$ cat src/icc_regs.vh
// register map, field positions, reset values and mode codes of the
// input capture channel; assumes an apb slave with 32-bit data words
`ifndef ICC_REGS_VH
`define ICC_REGS_VH

// ****************************************************************
// register byte offsets
// ****************************************************************
`define ICC_OFS_CONTROL      8'h00
`define ICC_OFS_BUFFER       8'h04
`define ICC_OFS_IRQ_STATUS   8'h08
`define ICC_OFS_IRQ_MASK     8'h0C

// ****************************************************************
// control register fields
// ****************************************************************
`define ICC_BIT_IDLE_STOP    13
`define ICC_POS_TB_HI        12
`define ICC_POS_TB_LO        10
`define ICC_POS_CPI_HI       6
`define ICC_POS_CPI_LO       5
`define ICC_BIT_OVERFLOW     4
`define ICC_BIT_NOT_EMPTY    3
`define ICC_POS_MODE_HI      2
`define ICC_POS_MODE_LO      0
`define ICC_CTRL_WR_MASK     16'h3C67
`define ICC_CTRL_RESET       16'h0000

// ****************************************************************
// interrupt status bits
// ****************************************************************
`define ICC_IRQ_CAPTURE      0
`define ICC_IRQ_OVERFLOW     1
`define ICC_IRQ_WIDTH        2
`define ICC_IRQ_RESET        2'b00

// ****************************************************************
// capture mode codes
// ****************************************************************
`define ICC_MODE_OFF         3'b000
`define ICC_MODE_ANY_EDGE    3'b001
`define ICC_MODE_FALL        3'b010
`define ICC_MODE_RISE        3'b011
`define ICC_MODE_RISE4       3'b100
`define ICC_MODE_RISE16      3'b101
`define ICC_MODE_UNUSED      3'b110
`define ICC_MODE_WAKE_PIN    3'b111

// ****************************************************************
// timebase select codes
// ****************************************************************
`define ICC_TB_TIMER3        3'b000
`define ICC_TB_TIMER2        3'b001
`define ICC_TB_TIMER4        3'b010
`define ICC_TB_TIMER5        3'b011
`define ICC_TB_TIMER1        3'b100
`define ICC_TB_PERIPH        3'b111

// ****************************************************************
// prescaler terminal counts
// ****************************************************************
`define ICC_PRE4_LAST        4'h3
`define ICC_PRE16_LAST       4'hF

`endif

$ cat src/icc_sync.v
// three-stage synchroniser for the capture pin with agreement filter
// assumes the pin is asynchronous to i_clk
`timescale 1ns/1ns
`default_nettype none

module icc_sync (
   input  wire i_clk,
   input  wire i_resetn,
   input  wire i_pin,
   output reg  o_level
);

   reg s1_reg;
   reg s2_reg;
   reg s3_reg;

   // ****************************************************************
   // sync chain; level follows once stages two and three agree
   // ****************************************************************
   always @(posedge i_clk or negedge i_resetn) begin
      if (!i_resetn) begin
         s1_reg  <= 1'b0;
         s2_reg  <= 1'b0;
         s3_reg  <= 1'b0;
         o_level <= 1'b0;
      end else begin
         s1_reg <= i_pin;
         s2_reg <= s1_reg;
         s3_reg <= s2_reg;
         if (s2_reg == s3_reg) begin
            o_level <= s3_reg;
         end
      end
   end

endmodule

`default_nettype wire

$ cat src/icc_top.v
// input capture channel with apb register access and interrupt
// assumes timer counts are synchronous to i_clk; pin is asynchronous
// Behaviour
// - idle stop bit set halts the channel in cpu idle, else it runs
// - timebase field picks peripheral clock or timers one to five
// - timer1 timebase is taken as a synchronous count only
// - interrupt every first, second, third or fourth capture
// - captures per interrupt ignored in any-edge and wake-pin modes
// - overflow flag read only, set on buffer overflow, else clear
// - not-empty flag read only, set while buffer holds a value
// - mode 011 captures rising edges, 010 falling edges
// - mode 100 every fourth rising edge, 101 every sixteenth
// - mode 001 captures every edge, no captures per interrupt
// - mode 111 makes the pin a rising-edge wake interrupt only
// - modes 000 and 110 leave the channel disabled
// - unimplemented control bits read zero and ignore writes
//
// Design decisions made here: register access over APB and the address map.
`timescale 1ns/1ns
`default_nettype none
`include "icc_regs.vh"

module icc_top #(
   parameter CNT_W   = 16,
   parameter DEPTH   = 4,
   parameter PTR_W   = 2
) (
   input  wire             i_clk,
   input  wire             i_resetn,
   input  wire             i_psel,
   input  wire             i_penable,
   input  wire             i_pwrite,
   input  wire [7:0]       i_paddr,
   input  wire [31:0]      i_pwdata,
   output reg  [31:0]      o_prdata,
   output reg              o_pready,
   output reg              o_pslverr,
   input  wire             i_capture_pin,
   input  wire             i_cpu_idle,
   input  wire             i_cpu_sleep,
   input  wire [CNT_W-1:0] i_timer1_count,
   input  wire [CNT_W-1:0] i_timer2_count,
   input  wire [CNT_W-1:0] i_timer3_count,
   input  wire [CNT_W-1:0] i_timer4_count,
   input  wire [CNT_W-1:0] i_timer5_count,
   output reg              o_irq
);

   // ****************************************************************
   // functions
   // ****************************************************************
   function [PTR_W-1:0] ptr_inc;
      input [PTR_W-1:0] p;
      begin
         if (p == DEPTH - 1) begin
            ptr_inc = {PTR_W{1'b0}};
         end else begin
            ptr_inc = p + 1'b1;
         end
      end
   endfunction

   function is_offset;
      input [7:0] addr;
      input [7:0] ofs;
      begin
         is_offset = (addr[7:2] == ofs[7:2]);
      end
   endfunction

   // ****************************************************************
   // declarations
   // ****************************************************************
   reg  [15:0]       ctrl_reg;
   reg  [CNT_W-1:0]  periph_cnt_reg;
   reg               level_reg;
   reg  [3:0]        pre_cnt_reg;
   reg  [1:0]        cpi_cnt_reg;
   reg  [CNT_W-1:0]  mem_reg [0:DEPTH-1];
   reg  [PTR_W-1:0]  wr_ptr_reg;
   reg  [PTR_W-1:0]  rd_ptr_reg;
   reg  [PTR_W:0]    count_reg;
   reg               ovf_reg;
   reg  [`ICC_IRQ_WIDTH-1:0] stat_reg;
   reg  [`ICC_IRQ_WIDTH-1:0] mask_reg;
   reg  [CNT_W-1:0]  tb_count;
   reg               capture;
   reg               cap_irq;
   reg  [31:0]       rdata_next;
   reg               err_next;
   wire              pin_level;
   wire [2:0]        mode;
   wire [2:0]        tb_sel;
   wire [1:0]        cpi;
   wire              rise;
   wire              fall;
   wire              halted;
   wire              done;
   wire              wr_en;
   wire              rd_pop;
   wire              full;
   wire              empty;
   wire              push;
   wire              ctrl_wr;

   assign mode   = ctrl_reg[`ICC_POS_MODE_HI:`ICC_POS_MODE_LO];
   assign tb_sel = ctrl_reg[`ICC_POS_TB_HI:`ICC_POS_TB_LO];
   assign cpi    = ctrl_reg[`ICC_POS_CPI_HI:`ICC_POS_CPI_LO];
   assign rise   = pin_level & ~level_reg;
   assign fall   = ~pin_level & level_reg;
   assign full   = (count_reg == DEPTH);
   assign empty  = (count_reg == {(PTR_W+1){1'b0}});

   // ****************************************************************
   // pin synchroniser
   // ****************************************************************
   icc_sync u_sync (
      .i_clk    (i_clk),
      .i_resetn (i_resetn),
      .i_pin    (i_capture_pin),
      .o_level  (pin_level)
   );

   // ****************************************************************
   // apb handshake
   // ****************************************************************
   assign done    = i_psel & i_penable & o_pready;
   assign wr_en   = done & i_pwrite;
   assign rd_pop  = done & ~i_pwrite & is_offset(i_paddr, `ICC_OFS_BUFFER)
                    & ~empty;
   assign ctrl_wr = wr_en & is_offset(i_paddr, `ICC_OFS_CONTROL);

   always @* begin
      rdata_next = 32'h0000_0000;
      err_next   = 1'b0;
      if (is_offset(i_paddr, `ICC_OFS_CONTROL)) begin
         rdata_next[15:0] = ctrl_reg;
         rdata_next[`ICC_BIT_OVERFLOW]  = ovf_reg;
         rdata_next[`ICC_BIT_NOT_EMPTY] = ~empty;
      end else if (is_offset(i_paddr, `ICC_OFS_BUFFER)) begin
         if (!empty) begin
            rdata_next[CNT_W-1:0] = mem_reg[rd_ptr_reg];
         end
      end else if (is_offset(i_paddr, `ICC_OFS_IRQ_STATUS)) begin
         rdata_next[`ICC_IRQ_WIDTH-1:0] = stat_reg;
      end else if (is_offset(i_paddr, `ICC_OFS_IRQ_MASK)) begin
         rdata_next[`ICC_IRQ_WIDTH-1:0] = mask_reg;
      end else begin
         err_next = 1'b1;
      end
   end

   always @(posedge i_clk or negedge i_resetn) begin
      if (!i_resetn) begin
         o_pready  <= 1'b0;
         o_prdata  <= 32'h0000_0000;
         o_pslverr <= 1'b0;
      end else begin
         o_pready  <= i_psel & i_penable & ~o_pready;
         o_prdata  <= rdata_next;
         o_pslverr <= i_psel & i_penable & ~o_pready & err_next;
      end
   end

   // ****************************************************************
   // control register
   // ****************************************************************
   always @(posedge i_clk or negedge i_resetn) begin
      if (!i_resetn) begin
         ctrl_reg <= `ICC_CTRL_RESET;
      end else if (ctrl_wr) begin
         ctrl_reg <= i_pwdata[15:0] & `ICC_CTRL_WR_MASK;
      end
   end

   // ****************************************************************
   // timebase selection
   // ****************************************************************
   always @(posedge i_clk or negedge i_resetn) begin
      if (!i_resetn) begin
         periph_cnt_reg <= {CNT_W{1'b0}};
      end else begin
         periph_cnt_reg <= periph_cnt_reg + 1'b1;
      end
   end

   always @* begin
      tb_count = {CNT_W{1'b0}};
      case (tb_sel)
         `ICC_TB_PERIPH: tb_count = periph_cnt_reg;
         `ICC_TB_TIMER1: tb_count = i_timer1_count;
         `ICC_TB_TIMER5: tb_count = i_timer5_count;
         `ICC_TB_TIMER4: tb_count = i_timer4_count;
         `ICC_TB_TIMER2: tb_count = i_timer2_count;
         `ICC_TB_TIMER3: tb_count = i_timer3_count;
         default:        tb_count = {CNT_W{1'b0}};
      endcase
   end

   // ****************************************************************
   // edge qualification
   // ****************************************************************
   assign halted = (i_cpu_idle & ctrl_reg[`ICC_BIT_IDLE_STOP])
                   | i_cpu_sleep;

   always @* begin
      capture = 1'b0;
      case (mode)
         `ICC_MODE_ANY_EDGE: capture = rise | fall;
         `ICC_MODE_RISE:     capture = rise;
         `ICC_MODE_FALL:     capture = fall;
         `ICC_MODE_RISE4:    capture = rise & (pre_cnt_reg == `ICC_PRE4_LAST);
         `ICC_MODE_RISE16:   capture = rise & (pre_cnt_reg == `ICC_PRE16_LAST);
         default:            capture = 1'b0;
      endcase
      if (halted) begin
         capture = 1'b0;
      end
   end

   always @(posedge i_clk or negedge i_resetn) begin
      if (!i_resetn) begin
         level_reg   <= 1'b0;
         pre_cnt_reg <= 4'h0;
      end else begin
         level_reg <= pin_level;
         if (ctrl_wr) begin
            pre_cnt_reg <= 4'h0;
         end else if (rise && !halted) begin
            if ((mode == `ICC_MODE_RISE4 && pre_cnt_reg == `ICC_PRE4_LAST)
                || mode != `ICC_MODE_RISE4 && mode != `ICC_MODE_RISE16) begin
               pre_cnt_reg <= 4'h0;
            end else begin
               pre_cnt_reg <= pre_cnt_reg + 4'h1;
            end
         end
      end
   end

   // ****************************************************************
   // captures per interrupt
   // ****************************************************************
   always @* begin
      cap_irq = 1'b0;
      if (mode == `ICC_MODE_WAKE_PIN) begin
         cap_irq = rise & (i_cpu_sleep | i_cpu_idle);
      end else if (capture) begin
         if (mode == `ICC_MODE_ANY_EDGE) begin
            cap_irq = 1'b1;
         end else begin
            cap_irq = (cpi_cnt_reg == cpi);
         end
      end
   end

   always @(posedge i_clk or negedge i_resetn) begin
      if (!i_resetn) begin
         cpi_cnt_reg <= 2'b00;
      end else if (ctrl_wr) begin
         cpi_cnt_reg <= 2'b00;
      end else if (capture && mode != `ICC_MODE_ANY_EDGE) begin
         if (cpi_cnt_reg == cpi) begin
            cpi_cnt_reg <= 2'b00;
         end else begin
            cpi_cnt_reg <= cpi_cnt_reg + 2'b01;
         end
      end
   end

   // ****************************************************************
   // capture buffer
   // ****************************************************************
   assign push = capture & ~full;

   always @(posedge i_clk or negedge i_resetn) begin
      if (!i_resetn) begin
         wr_ptr_reg <= {PTR_W{1'b0}};
         rd_ptr_reg <= {PTR_W{1'b0}};
         count_reg  <= {(PTR_W+1){1'b0}};
      end else if (mode == `ICC_MODE_OFF || mode == `ICC_MODE_UNUSED) begin
         wr_ptr_reg <= {PTR_W{1'b0}};
         rd_ptr_reg <= {PTR_W{1'b0}};
         count_reg  <= {(PTR_W+1){1'b0}};
      end else begin
         if (push) begin
            mem_reg[wr_ptr_reg] <= tb_count;
            wr_ptr_reg <= ptr_inc(wr_ptr_reg);
         end
         if (rd_pop) begin
            rd_ptr_reg <= ptr_inc(rd_ptr_reg);
         end
         if (push && !rd_pop) begin
            count_reg <= count_reg + 1'b1;
         end else if (rd_pop && !push) begin
            count_reg <= count_reg - 1'b1;
         end
      end
   end

   always @(posedge i_clk or negedge i_resetn) begin
      if (!i_resetn) begin
         ovf_reg <= 1'b0;
      end else if (capture && full) begin
         ovf_reg <= 1'b1;
      end else if (mode == `ICC_MODE_OFF || mode == `ICC_MODE_UNUSED) begin
         ovf_reg <= 1'b0;
      end else if (rd_pop && count_reg == 1) begin
         ovf_reg <= 1'b0;
      end
   end

   // ****************************************************************
   // interrupt status, mask and output
   // ****************************************************************
   always @(posedge i_clk or negedge i_resetn) begin
      if (!i_resetn) begin
         stat_reg <= `ICC_IRQ_RESET;
         mask_reg <= `ICC_IRQ_RESET;
         o_irq    <= 1'b0;
      end else begin
         if (wr_en && is_offset(i_paddr, `ICC_OFS_IRQ_MASK)) begin
            mask_reg <= i_pwdata[`ICC_IRQ_WIDTH-1:0];
         end
         if (wr_en && is_offset(i_paddr, `ICC_OFS_IRQ_STATUS)) begin
            stat_reg <= (stat_reg & ~i_pwdata[`ICC_IRQ_WIDTH-1:0])
                        | {capture & full, cap_irq};
         end else begin
            stat_reg <= stat_reg | {capture & full, cap_irq};
         end
         o_irq <= |(stat_reg & mask_reg);
      end
   end

endmodule

`default_nettype wire

$ cat config.mk
export PLATFORM = sky130hd
export DESIGN_NAME = icc_top
export DESIGN_NICKNAME = d
export VERILOG_FILES = /design/src/icc_sync.v /design/src/icc_top.v
export VERILOG_INCLUDE_DIRS = /design/src /design/src/src
export SDC_FILE = /design/constraint.sdc
export NUM_CORES = 1
export LEC_CHECK = 0
export BUFFER_PORTS_ARGS = -buffer_cell sky130_fd_sc_hd__buf_2
export CORE_UTILIZATION = 48
export DETAILED_ROUTE_END_ITERATION = 8
export GPL_TIMING_DRIVEN = 0
export PLACE_DENSITY = 0.74
export SETUP_SLACK_MARGIN = 0.5
export SYNTH_ARGS = -nofsm -noshare
export SYNTH_HDL_FRONTEND = slang
export SYNTH_HIERARCHICAL = 1
export SYNTH_SLANG_ARGS = --single-unit
$ cat constraint.sdc
create_clock -name i_clk -period 2.3 [get_ports i_clk]
set_input_delay 0.23 -clock i_clk [delete_from_list [all_inputs] [get_ports i_clk]]
set_output_delay 0.23 -clock i_clk [all_outputs]
set_load 0.005 [all_outputs]
==> impl_metrics.ini <==
[cells_and_area]
fill_cells = 917
largest_reg_flops = 64
layout_commonest_cell = buf_2
drive_above_1_share_pct = 46.0
area_growth_pct = 34.3
layout_common_cells = buf_2 (125), dfrtp_1 (64), edfxtp_1 (64)
antenna_cells = 0
nNetsFinal = 817
fin_util_pct = 66.7

[floorplanning]
dieHeight_um = 117
die_x_um = 117
num_rows = 41
io_pins = 163
start_util_pct = 49.7
coreArea_um2 = 12700
die-area_um2 = 13600

[global_route]
grt_max_degree = 59
grt_overflow_total = 0
grt_first_pass_wirelength_um = 24500
antenna_found_initial = 0
grt_usage_pct = 24.8
first_global_vias = 4740

[yosys]
synthAdderAreaFrac_pct = 2.75
synthArstFlopShare_pct = 51.1
yosysWarnings = 6
postSynthCellCount = 487
synth_xor_area_share_pct = 2.63
ys_ff_latch = 131
seq_area_frac_synth_pct = 56.9
synth_simple_gate_area_share_pct = 9.80
syn_area_um2 = 6320
muxShareOfSynthArea_pct = 12.5
synth_compound_area_share_pct = 11.1
synth_top_family_by_area = multiplexers
netlist-cell-type-count = 57
synth_edf_count = 64
yosys_most_used_dff = dfrtp_1
avgSynthCellArea_um2 = 13.0

[power]
p_total_mw = 5.70
max-vdd-ir-drop_uv = 490
sw_frac_of_total_pct = 21.7
power.internal_mw = 4.47
p_seq_share_pct = 43.7
p_sw_mw = 1.23
p_leak_nw = 3.69
p_comb_share_pct = 6.0
pwr-share-clk_pct = 50.3
pwr_density_cell_nw_per_um2 = 672

[flow_run]
drv_cap = 0

[critical_path]
rrSetupSlack_ns = 0.11
crit_slowest_cell = dfrtp_1
crit_family = compound AO/OA/AOI/OAI gates
start_kind = register
worst_ep_arrival_time_ns = 2.32
r2r-start = ctrl_reg[0]
path_cells = clkbuf_4 -> nand3_1 -> a211oi_4 -> o31ai_4 -> a21oi_4 -> and3_4 -> buf_12
critPathMaxStageDelay_ns = 0.36
cp.required_ns = 2.43
cp-end-kind = register
crit_fanout = 10
path_buf_inv = 2
startpoint = ctrl_reg[0]
rr_worst_depth = 7
crit_type = reg -> reg
rr_endpoint = mem_reg[0][7]

[clock_tree]
cts_buffer_depth = 2
cts_buffers = 17
clock_latency_ns = 0.42
h-tree-depth = 4
cts_sinks = 131
cts_tree = done
clkTransAtPathRegs_ns = 0.06
holdBufCountCts = 2
root_buffer = clkbuf_16

[route]
dr_total_vias = 4930
wl_per_cell_um = 19.7
firstDrtPassIters = 5
avgViaCountPerCell = 5.73
ant_nets = 0
drc = 0
routed_wl_um = 17000
drt_iter0_drc = 438

[hold_path]
hp-class = in -> async

[timing]
drv_slew = 0
tightest_slew_ns = 0.910
fin_crit_ns = 2.19
skew_ns = 0.00691
hold_viol_final = 50
rsz0062_at_grt = yes
setup_slack_ns = 0.111
finalCritPeriodShare_pct = 95.2
whs_ns = -0.122
slew_headroom_pct = 39.4
fmax_mhz = 457
finalSetupViolCount = 0

[placement]
numPortBuffers = 121
gp_congestion = 0.872
dpl_worst_slack_ns = -0.227
dpl.hpwl_um = 10400

[run_status]
status = finished with violations
violations = hold timing
-- through the flow --
step                instances  cell area, um2  hold WS, ns  TNS, ns
CTS                       844            8200       -0.104        0
finish                    861            8490       -0.122        0
detailed placement        795            7260        0.336    -6.01
floorplan                 502            6440      -0.0656        0
global route              861            8490      -0.0734        0
global placement          795            7260        0.333    -6.34
-- logic make-up after synthesis --
kind of cell | count (synthesis)
xor+xnor | 19
flops | 131
compound gates | 99
simple gates | 114
mux | 55
fa+ha+maj | 14
buf+inv | 54
other cells | 1
-- synth_stat cells, types with 3 or more instances --
cell,n,share of area (%)
a211oi_1,7,0.83
a21o_1,8,0.95
a21oi_1,18,1.4
a221oi_1,9,1.2
a22oi_1,12,1.4
a31oi_1,5,0.49
a32o_1,8,1.3
and3_1,14,1.4
buf_1,5,0.30
buf_2,3,0.24
buf_4,16,1.9
clkbuf_1,16,0.95
dfrtp_1,67,27
edfxtp_1,64,30
ha_1,13,2.6
inv_1,14,0.83
mux2_2,23,4.1
mux2i_1,15,2.4
mux4_2,17,6.1
nand2_1,25,1.5
nand2b_1,9,0.89
nand3_1,10,0.79
nor2_1,26,1.5
nor2b_1,6,0.59
nor3_1,6,0.48
o21ai_0,15,1.2
o22ai_1,4,0.40
xnor2_1,14,1.9
xor2_1,5,0.69
-- power groups by stage --
stage	Sequential [mW]	Combinational, mW	Clock, mW
5_1_grt	2.49	0.378	2.96
2_1_floorplan	2.53	0.139	0
6_report	2.49	0.345	2.87
3_5_place_dp	2.54	0.297	0
3_3_place_gp	2.54	0.287	0
4_1_cts	2.49	0.318	2.88
-- how the worst max path moves through the flow --
stage / depth (start not counted) / end
floorplan: 5 / mem_reg[2][0]
global route: 7 / mem_reg[0][7]
finish: 7 / mem_reg[0][7]
CTS: 8 / mem_reg[0][7]
detailed placement: 5 / mem_reg[1][9]
global placement: 5 / mem_reg[0][9]
-- metal layers --
layer / GRT usage (%) / vias to the layer above / part of all wire [%]
li1: - / 2201 / -
met1: 31.0 / 2440 / 40
met2: 40.4 / 243 / 50
met3: 6.49 / 46 / 6.8
met4: 12.0 / 0 / 3.9
met5: 0 / - / 0
-- area by class of cell --
type	instances	area, um2	share of cell area (%)
timing repair buffer	152	896	10.6
buffer	40	292	3.44
inverter	14	52.6	0.619
clock inverter	15	205	2.42
tap	172	215	2.54
sequential	131	3600	42.4
clock buffer	17	425	5.01
multi-input combinational	320	2800	33.0
-- timing repair --
| action | CTS | global route |
|---|---|---|
| setup buffers | 12 | 16 |
| gates resized for setup | 53 | 51 |
| hold endpoints to repair | 18 | 50 |
| endpoints found under the setup margin | 161 | 158 |
| cloned | 3 | 1 |
| pin swaps | 14 | 16 |
No activity file was read; power rests on OpenSTA's default activity.
